[src/adsc_cfg.svh]
// constants for the converter sequencer: mode fields, timing counts
// assumes a 40 MHz system clock; included by the package, the engine and the sequencer
//
// Notes on behaviour
// - on conversion end, store result and pulse the end interrupt together
// - software start repeats conversions back to back while run bit is set
// - hardware start waits for a fresh trigger edge after each conversion
// - mode or channel write aborts a conversion; software start restarts it if run bit stays set, hardware start waits for a trigger edge
// - standby halts conversion; clearing run bit switches off the reference string
// - a result read in the store cycle returns the old value, then stores
// - trigger edges are ignored during conversion, including the store cycle
// - register write in the store cycle wins: no store and no interrupt
// - writing the channel select register leaves the end flag alone
// - a conversion ending just before a channel write still stores and flags
// - the input is sampled for about one tenth of the conversion time
// - the eight analog inputs double as a digital input port
// - each conversion yields a 10-bit result for the selected channel
`ifndef ADSC_CFG_SVH
`define ADSC_CFG_SVH

// ------------------------------------------------------------
// mode register fields
// ------------------------------------------------------------
`define ADSC_MODE_RUN      7
`define ADSC_MODE_TRIG     6
`define ADSC_MODE_EDGE_HI  2
`define ADSC_MODE_EDGE_LO  1
`define ADSC_MODE_POWER    0
`define ADSC_MODE_RESET    8'h00
`define ADSC_EDGE_FALL     2'h0
`define ADSC_EDGE_RISE     2'h1

// ------------------------------------------------------------
// widths, reset values and timing
// ------------------------------------------------------------
`define ADSC_RES_BITS      10
`define ADSC_NUM_CH        8
`define ADSC_RESULT_RESET  10'h000
`define ADSC_CHAN_RESET    3'h0
`define ADSC_SAMPLE_CYC    2
`define ADSC_BIT_CYC       2
`define ADSC_CLK_NS        25
`define ADSC_SETTLE_NS     14000
`define ADSC_SETTLE_CYC    ((`ADSC_SETTLE_NS + `ADSC_CLK_NS - 1) / `ADSC_CLK_NS)

`endif

[src/adsc_pkg.sv]
// types shared by the converter sequencer and its approximation engine
// assumes adsc_cfg.svh is on the include path
`include "adsc_cfg.svh"

package adsc_pkg;

    // ------------------------------------------------------------
    // sequencer states, one-hot
    // ------------------------------------------------------------
    typedef enum logic [2:0] {
        ST_IDLE = 3'b001,
        ST_WAIT = 3'b010,
        ST_CONV = 3'b100
    } adsc_state_type;

    // ------------------------------------------------------------
    // approximation engine phases, one-hot
    // ------------------------------------------------------------
    typedef enum logic [2:0] {
        PH_IDLE   = 3'b001,
        PH_SAMPLE = 3'b010,
        PH_BITS   = 3'b100
    } adsc_phase_type;

    typedef struct packed {
        adsc_phase_type ph;
        logic [3:0]     cnt;
        logic [3:0]     bit_idx;
        logic [9:0]     trial;
        logic [9:0]     result;
        logic           done;
    } adsc_sar_type;

    typedef struct packed {
        adsc_state_type st;
        logic [7:0]     mode;
        logic [2:0]     chan;
        logic [9:0]     result;
        logic [9:0]     rd_data;
        logic           flag;
        logic           irq;
        logic           trig_prev;
        logic [7:0]     port;
        logic [9:0]     settle_cnt;
        logic           settled;
    } adsc_ctl_type;

endpackage

[src/adsc_sar.sv]
// successive-approximation engine: sample phase, then one trial per bit
// assumes an external comparator answers cmp_in for the trial code shown
`timescale 1ns/1ps
`include "adsc_cfg.svh"

module adsc_sar
    import adsc_pkg::*;
#(
    parameter int SAMPLE_CYC = `ADSC_SAMPLE_CYC,
    parameter int BIT_CYC    = `ADSC_BIT_CYC
) (
    input  wire logic       clk_sys,   // system clock
    input  wire logic       rstn,      // sync reset, active low
    input  wire logic       start,     // begin a conversion (wins over abort)
    input  wire logic       abort,     // drop the conversion in flight
    input  wire logic       cmp_in,    // comparator: input at or above trial
    output logic            sample_en, // sampling switch closed
    output logic [9:0]      trial,     // trial code to the comparator dac
    output logic            done,      // one-cycle pulse, result valid
    output logic [9:0]      result     // finished conversion code
);

    adsc_sar_type s;
    adsc_sar_type next_s;
    logic [9:0]   kept;

    // ------------------------------------------------------------
    // next state: sample, then walk bits from msb down
    // ------------------------------------------------------------
    always_comb begin
        next_s = s;
        next_s.done = 1'b0;
        kept = s.trial;
        if (!cmp_in) begin
            kept[s.bit_idx] = 1'b0;
        end
        if (start) begin
            next_s.ph    = PH_SAMPLE;
            next_s.cnt   = 4'(SAMPLE_CYC - 1);
            next_s.trial = 10'h000;
        end else if (abort) begin
            next_s.ph    = PH_IDLE;
            next_s.trial = 10'h000;
        end else begin
            unique case (s.ph)
                PH_IDLE: begin
                end
                PH_SAMPLE: begin
                    if (s.cnt == 4'h0) begin
                        next_s.ph      = PH_BITS;
                        next_s.bit_idx = 4'h9;
                        next_s.trial   = 10'h200;
                        next_s.cnt     = 4'(BIT_CYC - 1);
                    end else begin
                        next_s.cnt = s.cnt - 4'h1;
                    end
                end
                PH_BITS: begin
                    if (s.cnt != 4'h0) begin
                        next_s.cnt = s.cnt - 4'h1;
                    end else if (s.bit_idx == 4'h0) begin
                        next_s.done   = 1'b1;
                        next_s.result = kept;
                        next_s.trial  = 10'h000;
                        next_s.ph     = PH_IDLE;
                    end else begin
                        next_s.trial = kept;
                        next_s.trial[s.bit_idx - 4'h1] = 1'b1;
                        next_s.bit_idx = s.bit_idx - 4'h1;
                        next_s.cnt     = 4'(BIT_CYC - 1);
                    end
                end
            endcase
        end
    end

    // ------------------------------------------------------------
    // state register
    // ------------------------------------------------------------
    always_ff @(posedge clk_sys) begin
        if (!rstn) begin
            s <= '{ph: PH_IDLE, cnt: 4'h0, bit_idx: 4'h0, trial: 10'h000,
                   result: 10'h000, done: 1'b0};
        end else begin
            s <= next_s;
        end
    end

    assign sample_en = (s.ph == PH_SAMPLE);
    assign trial     = s.trial;
    assign done      = s.done;
    assign result    = s.result;

endmodule

[src/adsc_ctl.sv]
// converter sequencer: mode and channel registers, start control,
// result store with its conflict handling, and the end flag
// assumes all inputs are synchronous to clk_sys; writes are one-cycle strobes
`timescale 1ns/1ps
`include "adsc_cfg.svh"

module adsc_ctl
    import adsc_pkg::*;
#(
    parameter int SETTLE_CYC = `ADSC_SETTLE_CYC
) (
    input  wire logic       clk_sys,            // system clock, 40 MHz
    input  wire logic       rstn,               // sync reset, active low
    input  wire logic       mode_wr,            // strobe: write mode register
    input  wire logic [7:0] mode_wdata,         // mode register write data
    input  wire logic       chan_wr,            // strobe: write channel select
    input  wire logic [2:0] chan_wdata,         // channel select write data
    input  wire logic       result_rd,          // strobe: read result
    input  wire logic       flag_clr,           // strobe: clear end flag
    input  wire logic       standby,            // chip standby level
    input  wire logic       trig_in,            // external trigger line
    input  wire logic       cmp_in,             // comparator decision
    input  wire logic [7:0] analog_pin_level,   // digital view of input pins
    output logic [7:0]      conv_mode_reg,      // mode register
    output logic [2:0]      channel_select_reg, // channel select register
    output logic [9:0]      conv_result_reg,    // result register
    output logic [9:0]      rd_data,            // data returned by a read
    output logic            conv_end_flag,      // sticky end flag
    output logic            conv_end_irq,       // one-cycle end request
    output logic            conv_busy,          // conversion in flight
    output logic            ref_string_on,      // reference string current
    output logic            sample_en,          // sampling switch closed
    output logic [9:0]      dac_trial,          // trial code to comparator
    output logic [7:0]      port_in_data,       // shared digital input port
    output logic            power_settled       // settle wait after power up
);

    adsc_ctl_type s;
    adsc_ctl_type next_s;
    logic         sar_start;
    logic         sar_abort;
    logic         sar_done;
    logic [9:0]   sar_result;
    logic         reg_wr;
    logic         halt;
    logic         trig_edge;
    logic         store;

    // ------------------------------------------------------------
    // trigger edge decode per selected edge
    // ------------------------------------------------------------
    function automatic logic edge_hit(input logic [1:0] sel, input logic prev,
                                      input logic cur);
        logic rise;
        logic fall;
        rise = cur & ~prev;
        fall = prev & ~cur;
        if (sel == `ADSC_EDGE_FALL) begin
            edge_hit = fall;
        end else if (sel == `ADSC_EDGE_RISE) begin
            edge_hit = rise;
        end else begin
            edge_hit = rise | fall;
        end
    endfunction

    // ------------------------------------------------------------
    // approximation engine
    // ------------------------------------------------------------
    adsc_sar u_sar (
        .clk_sys   (clk_sys),
        .rstn      (rstn),
        .start     (sar_start),
        .abort     (sar_abort),
        .cmp_in    (cmp_in),
        .sample_en (sample_en),
        .trial     (dac_trial),
        .done      (sar_done),
        .result    (sar_result)
    );

    // ------------------------------------------------------------
    // next state of the sequencer
    // ------------------------------------------------------------
    always_comb begin
        next_s    = s;
        next_s.irq = 1'b0;
        sar_start = 1'b0;
        reg_wr    = mode_wr | chan_wr;
        if (mode_wr) begin
            next_s.mode = mode_wdata;
        end
        if (chan_wr) begin
            next_s.chan = chan_wdata;
        end
        next_s.trig_prev = trig_in;
        next_s.port      = analog_pin_level;
        trig_edge = edge_hit(s.mode[`ADSC_MODE_EDGE_HI:`ADSC_MODE_EDGE_LO],
                             s.trig_prev, trig_in);
        // read samples the old value; a same-cycle store lands after it
        if (result_rd) begin
            next_s.rd_data = s.result;
        end
        // a register write in the store cycle kills the store
        store = sar_done & (s.st == ST_CONV) & ~reg_wr;
        if (store) begin
            next_s.result = sar_result;
            next_s.irq    = 1'b1;
            next_s.flag   = 1'b1;
        end else if (flag_clr) begin
            next_s.flag = 1'b0;
        end
        halt = standby | ~next_s.mode[`ADSC_MODE_RUN];
        sar_abort = (s.st == ST_CONV) & (reg_wr | halt);
        unique case (s.st)
            ST_IDLE: begin
                if (!halt) begin
                    if (next_s.mode[`ADSC_MODE_TRIG]) begin
                        next_s.st = ST_WAIT;
                    end else begin
                        sar_start = 1'b1;
                    end
                end
            end
            ST_WAIT: begin
                if (halt) begin
                    next_s.st = ST_IDLE;
                end else if (!next_s.mode[`ADSC_MODE_TRIG]) begin
                    sar_start = 1'b1;
                end else if (trig_edge && !reg_wr) begin
                    sar_start = 1'b1;
                end
            end
            ST_CONV: begin
                // trigger edges are never looked at here
                if (halt) begin
                    next_s.st = ST_IDLE;
                end else if (reg_wr || sar_done) begin
                    if (next_s.mode[`ADSC_MODE_TRIG]) begin
                        next_s.st = ST_WAIT;
                    end else begin
                        sar_start = 1'b1;
                    end
                end
            end
        endcase
        if (sar_start) begin
            next_s.st = ST_CONV;
        end
        // settle counter only reports; software owns the wait
        if (!next_s.mode[`ADSC_MODE_POWER]) begin
            next_s.settle_cnt = 10'h000;
            next_s.settled    = 1'b0;
        end else if (s.settle_cnt == 10'(SETTLE_CYC - 1)) begin
            next_s.settled = 1'b1;
        end else begin
            next_s.settle_cnt = s.settle_cnt + 10'h001;
        end
    end

    // ------------------------------------------------------------
    // state register
    // ------------------------------------------------------------
    always_ff @(posedge clk_sys) begin
        if (!rstn) begin
            s <= '{st: ST_IDLE, mode: `ADSC_MODE_RESET, chan: `ADSC_CHAN_RESET,
                   result: `ADSC_RESULT_RESET, rd_data: 10'h000, flag: 1'b0,
                   irq: 1'b0, trig_prev: 1'b0, port: 8'h00,
                   settle_cnt: 10'h000, settled: 1'b0};
        end else begin
            s <= next_s;
        end
    end

    // outputs straight from the state flops
    assign conv_mode_reg      = s.mode;
    assign channel_select_reg = s.chan;
    assign conv_result_reg    = s.result;
    assign rd_data            = s.rd_data;
    assign conv_end_flag      = s.flag;
    assign conv_end_irq       = s.irq;
    assign conv_busy          = s.st[2];
    assign ref_string_on      = s.mode[`ADSC_MODE_RUN];
    assign port_in_data       = s.port;
    assign power_settled      = s.settled;
endmodule

[config.mk]
export PLATFORM = sky130hd
export DESIGN_NAME = adsc_ctl
export DESIGN_NICKNAME = d
export VERILOG_FILES = /design/src/adsc_pkg.sv /design/src/adsc_sar.sv /design/src/adsc_ctl.sv
export VERILOG_INCLUDE_DIRS = /design/src
export SDC_FILE = /design/constraint.sdc
export NUM_CORES = 1
export LEC_CHECK = 0
export ABC_CLOCK_PERIOD_IN_PS = 2340
export BUFFER_PORTS_ARGS = -buffer_cell sky130_fd_sc_hd__buf_2
export CORE_UTILIZATION = 55
export DETAILED_ROUTE_END_ITERATION = 10
export HOLD_SLACK_MARGIN = 0.08
export MAX_ROUTING_LAYER = met4
export PLACE_DENSITY = 0.79
export SYNTH_ARGS = -nofsm -noshare
export SYNTH_HDL_FRONTEND = slang
export SYNTH_SLANG_ARGS = --single-unit
[constraint.sdc]
create_clock -name clk_sys -period 2.34 [get_ports clk_sys]
set_clock_uncertainty 0.2 [all_clocks]
set_input_delay 0 -clock clk_sys [delete_from_list [all_inputs] [get_ports clk_sys]]
set_output_delay 0 -clock clk_sys [all_outputs]
set_load 0.05 [all_outputs]
==> impl_metrics.prom <==
# TYPE chip_impl_metric gauge
chip_impl_metric{name="grt_start_max_net_pins",unit=""} 42
chip_impl_metric{name="n_antenna_cell",unit=""} 0
chip_impl_metric{name="grt_antenna_before_repair",unit=""} 0
chip_impl_metric{name="port-buffer-count",unit=""} 82
chip_impl_info{name="hold_path.startpoint",value="chan_wr"} 1
chip_impl_info{name="ff_to_ff_start",value="s[19]$_SDFF_PN0_"} 1
chip_impl_metric{name="drt_pre_antenna_iters",unit=""} 5
chip_impl_metric{name="dpl-instance-area",unit="um2"} 4490
chip_impl_metric{name="post_drt_via_cell_ratio",unit=""} 5.45
chip_impl_metric{name="vias",unit=""} 3645
chip_impl_metric{name="cell_internal_power",unit="W"} 0.00207
chip_impl_metric{name="synth.yosys.warnings",unit=""} 0
chip_impl_metric{name="boundaryPins",unit=""} 83
chip_impl_metric{name="critical_path_required_time",unit="ns"} 2.45
chip_impl_info{name="cp_slowest_cell",value="sky130_fd_sc_hd__dlygate4sd3_1"} 1
chip_impl_metric{name="clkTransAtPathRegs",unit="ns"} 0.09
chip_impl_metric{name="switching_power",unit="W"} 0.000809
chip_impl_metric{name="p_sw_share",unit="%"} 28.1
chip_impl_metric{name="cts_max_level",unit=""} 3
chip_impl_metric{name="cpPeakStageDelay",unit="ns"} 0.55
chip_impl_info{name="critical_path.startpoint",value="s[19]$_SDFF_PN0_"} 1
chip_impl_metric{name="gp_congestion",unit=""} 0.936
chip_impl_metric{name="cells_after_synth",unit=""} 478
chip_impl_metric{name="slew_viol_final",unit=""} 0
chip_impl_metric{name="fin_tns_setup",unit="ns"} 0
chip_impl_metric{name="globalRouteTotalUtil",unit="%"} 25.6
chip_impl_info{name="timing.critical_path.to_type",value="flip-flop"} 1
chip_impl_info{name="holdCritPathClass",value="in -> reg"} 1
chip_impl_metric{name="maxSlewHeadroom",unit="%"} 63.7
chip_impl_metric{name="die_footprint",unit="um2"} 8190
chip_impl_metric{name="worstPathArrival",unit="ns"} 2.36
chip_impl_metric{name="final.period_utilization",unit="%"} 96.4
chip_impl_info{name="synth.top_cells.by_area",value="sky130_fd_sc_hd__dfxtp_1, sky130_fd_sc_hd__mux2i_1, sky130_fd_sc_hd__buf_4, sky130_fd_sc_hd__nor2_1, sky130_fd_sc_hd__a21oi_1"} 1
chip_impl_metric{name="die_w",unit="um"} 90.5
chip_impl_info{name="worstSetupPathType",value="reg -> reg"} 1
chip_impl_metric{name="post_synth.cell_area_avg",unit="um2"} 9.01
chip_impl_info{name="layout_top_registers",value="s (13), u_sar.s (11)"} 1
chip_impl_info{name="post-synth-top-area-cell",value="sky130_fd_sc_hd__dfxtp_1"} 1
chip_impl_metric{name="total_cts_buffers",unit=""} 9
chip_impl_metric{name="top_achievable_clock_speed",unit="GHz"} 0.443
chip_impl_metric{name="drtAntennaViolNets",unit=""} 0
chip_impl_info{name="setup.worst_path.start_class",value="flip-flop"} 1
chip_impl_metric{name="postRouteWirelength",unit="um"} 9950
chip_impl_info{name="top_register",value="s"} 1
chip_impl_metric{name="grt_overflow_total",unit=""} 0
chip_impl_metric{name="fin_area",unit="um2"} 5160
chip_impl_metric{name="vdd.ir_drop.worst",unit="mV"} 0.282
chip_impl_metric{name="final_nets",unit=""} 602
chip_impl_metric{name="clkLatencyLatePin",unit="ns"} 0.36
chip_impl_info{name="critical_path.cell_chain",value="inv_1 -> ha_1 -> mux2_2 -> o2111a_2 -> a21o_4 -> o21ai_1 -> dlygate4sd3_1"} 1
chip_impl_info{name="synth_ff_type",value="sky130_fd_sc_hd__dfxtp_1"} 1
chip_impl_info{name="outcome",value="completed"} 1
chip_impl_metric{name="clock_power_share",unit="%"} 34.7
chip_impl_metric{name="comb_power_share",unit="%"} 11.7
chip_impl_metric{name="post_synthesis_cell_area",unit="um2"} 4310
chip_impl_metric{name="power.sequential.fraction",unit="%"} 53.6
chip_impl_metric{name="final-hold-violation-count",unit=""} 0
chip_impl_metric{name="synthDistinctLibCells",unit=""} 58
chip_impl_metric{name="die_y",unit="um"} 90.5
chip_impl_info{name="timing.critical_path.max_delay_family",value="compound AO/OA/AOI/OAI gates"} 1
chip_impl_metric{name="synth_seq_cells",unit=""} 88
chip_impl_metric{name="cp.buffers_inverters",unit=""} 2
chip_impl_metric{name="largest_register_ff_count",unit=""} 13
chip_impl_metric{name="synth-seq-area-share",unit="%"} 40.9
chip_impl_metric{name="dpl.hpwl",unit="um"} 6140
chip_impl_metric{name="final_critical_path_time_including_i_o_delays_and_setup",unit="ns"} 2.26
chip_impl_metric{name="postSynthNetCount",unit=""} 515
chip_impl_metric{name="clock_tree_sinks",unit=""} 88
chip_impl_metric{name="synth_top_area_share",unit="%"} 40.9
chip_impl_metric{name="area.growth.synth_to_final",unit="%"} 19.8
chip_impl_info{name="ctsRootBufferMaster",value="sky130_fd_sc_hd__clkbuf_8"} 1
chip_impl_metric{name="finalSetupViolCount",unit=""} 0
chip_impl_metric{name="rows",unit=""} 31
chip_impl_metric{name="critPathMaxFanout",unit=""} 8
chip_impl_metric{name="initial_utilization",unit="%"} 58.1
chip_impl_metric{name="cts.path.max_buffers",unit=""} 2
chip_impl_metric{name="cellLeakagePower",unit="nW"} 2.29
chip_impl_metric{name="route.detailed.wl_per_inst",unit="um"} 14.9
chip_impl_metric{name="count_of_routing_violations_after_the_opening_detailed_route_iteration",unit=""} 189
chip_impl_metric{name="vias_in_the_first_global_route",unit=""} 3500
chip_impl_metric{name="power.density_cell_area",unit="nW/um2"} 559
chip_impl_metric{name="worst_pin_slew",unit="ns"} 0.539
chip_impl_metric{name="layout-drive-gt1-share",unit="%"} 24.7
chip_impl_metric{name="whs",unit="ns"} 0.141
chip_impl_metric{name="max_cap_viols",unit=""} 0
chip_impl_metric{name="synth_enable_flop_cells",unit=""} 0
chip_impl_metric{name="grt_first_pass_wirelength",unit="um"} 16500
chip_impl_metric{name="postSynth.asyncResetShare",unit="%"} 0
chip_impl_metric{name="core",unit="um2"} 7410
chip_impl_metric{name="drt_drc_violations_left",unit=""} 0
chip_impl_info{name="tritoncts",value="yes"} 1
what timing repair did:
action,CTS,global route
endpoints found under the hold margin,62,0
resized for setup,0,7
hold buffers,44,0
buffers inserted,0,2
setup endpoints to repair,0,13
per-layer routing:
metal | vias up | GRT usage (%) | share of wire, %
met2 | 134 | 43.2 | 49
met4 | 0 | 7.66 | 1.8
li1 | 1790 | - | -
met3 | 17 | 4.21 | 5.6
met5 | - | - | 0
met1 | 1704 | 31.2 | 44
worst reg2reg max path: stages (launching register included):
cell                            delay, ns
sky130_fd_sc_hd__dfxtp_1             0.35
sky130_fd_sc_hd__inv_1               0.05
sky130_fd_sc_hd__ha_1                0.16
sky130_fd_sc_hd__mux2_2              0.27
sky130_fd_sc_hd__o2111a_2            0.28
sky130_fd_sc_hd__a21o_4              0.22
sky130_fd_sc_hd__o21ai_1             0.13
sky130_fd_sc_hd__dlygate4sd3_1       0.55
cell usage after synthesis, types with 9 or more instances:
master	count
sky130_fd_sc_hd__dfxtp_1	88
sky130_fd_sc_hd__ha_1	9
sky130_fd_sc_hd__nand3_1	17
sky130_fd_sc_hd__mux2i_1	37
sky130_fd_sc_hd__and2_1	10
sky130_fd_sc_hd__clkbuf_1	9
sky130_fd_sc_hd__nor2_1	57
sky130_fd_sc_hd__a21oi_1	30
sky130_fd_sc_hd__o21ai_0	16
sky130_fd_sc_hd__nor2b_1	9
sky130_fd_sc_hd__nand2_1	29
sky130_fd_sc_hd__buf_4	49
sky130_fd_sc_hd__inv_1	10
metrics by stage:
stage                     worst slack [ns]  power [W]  util [%]  std cells
after global routing             -0.000455    0.00300      69.7        669
after floorplan                     0.0981    0.00179         -        478
after CTS                           0.0147    0.00288      69.1        666
after detailed placement            0.0919    0.00184      60.6        606
final                               0.0844    0.00288      69.7        669
after global placement               0.181    0.00183      60.6        606
power groups by stage:
stage	logic (W)	registers (W)	clock network, W
6_report	0.000337	0.00154	0.00100
3_3_place_gp	0.000255	0.00158	0
5_1_grt	0.000359	0.00155	0.00110
4_1_cts	0.000324	0.00154	0.00101
3_5_place_dp	0.000259	0.00158	0
2_1_floorplan	0.000211	0.00158	0
logic make-up after synthesis:
kind of cell	synth area share [%]
flops	40.9
buf+inv	12.1
fa+ha+maj	2.61
simple gates	20.0
compound gates	13.7
mux	9.12
xor+xnor	1.63
cell usage in the layout, fill, tap and decap left out, types with 3 or more instances in the layout:
cell type	instances
sky130_fd_sc_hd__a21boi_0	7
sky130_fd_sc_hd__a21oi_1	29
sky130_fd_sc_hd__a311oi_1	4
sky130_fd_sc_hd__a31o_2	3
sky130_fd_sc_hd__and2_1	10
sky130_fd_sc_hd__and3_1	7
sky130_fd_sc_hd__buf_2	82
sky130_fd_sc_hd__buf_4	19
sky130_fd_sc_hd__clkbuf_8	9
sky130_fd_sc_hd__clkinvlp_4	4
sky130_fd_sc_hd__dfxtp_1	88
sky130_fd_sc_hd__dlygate4sd3_1	44
sky130_fd_sc_hd__ha_1	9
sky130_fd_sc_hd__inv_1	10
sky130_fd_sc_hd__inv_8	3
sky130_fd_sc_hd__mux2i_1	37
sky130_fd_sc_hd__nand2_1	29
sky130_fd_sc_hd__nand2b_1	4
sky130_fd_sc_hd__nand3_1	17
sky130_fd_sc_hd__nor2_1	57
sky130_fd_sc_hd__nor2b_1	9
sky130_fd_sc_hd__nor3_1	7
sky130_fd_sc_hd__nor3b_1	7
sky130_fd_sc_hd__o21ai_0	14
sky130_fd_sc_hd__o21ai_1	4
sky130_fd_sc_hd__o31ai_1	4
sky130_fd_sc_hd__or4_1	3
sky130_fd_sc_hd__xnor2_1	4
sky130_fd_sc_hd__xor2_1	4
final cells by class:
type / instances / area, um2
fill: 556 / 2250
multi-input combinational: 311 / 2060
sequential: 88 / 1760
timing repair buffer: 145 / 993
clock buffer: 9 / 124
tap: 99 / 124
clock inverter: 7 / 63.8
inverter: 10 / 37.5
path summary, 6_finish.rpt:
check / depth (start not counted) / slack [ns] / endpoint
hold / removal: 5 / 0.14 / conv_end_irq$_SDFF_PN0_
setup reg to reg: 7 / 0.08 / s[53]$_SDFFE_PN1P_
hold reg to reg: 2 / 0.26 / power_settled$_SDFFE_PN0N_
setup / recovery: 7 / 0.08 / s[53]$_SDFFE_PN1P_
(Power assumes the default switching activity.)
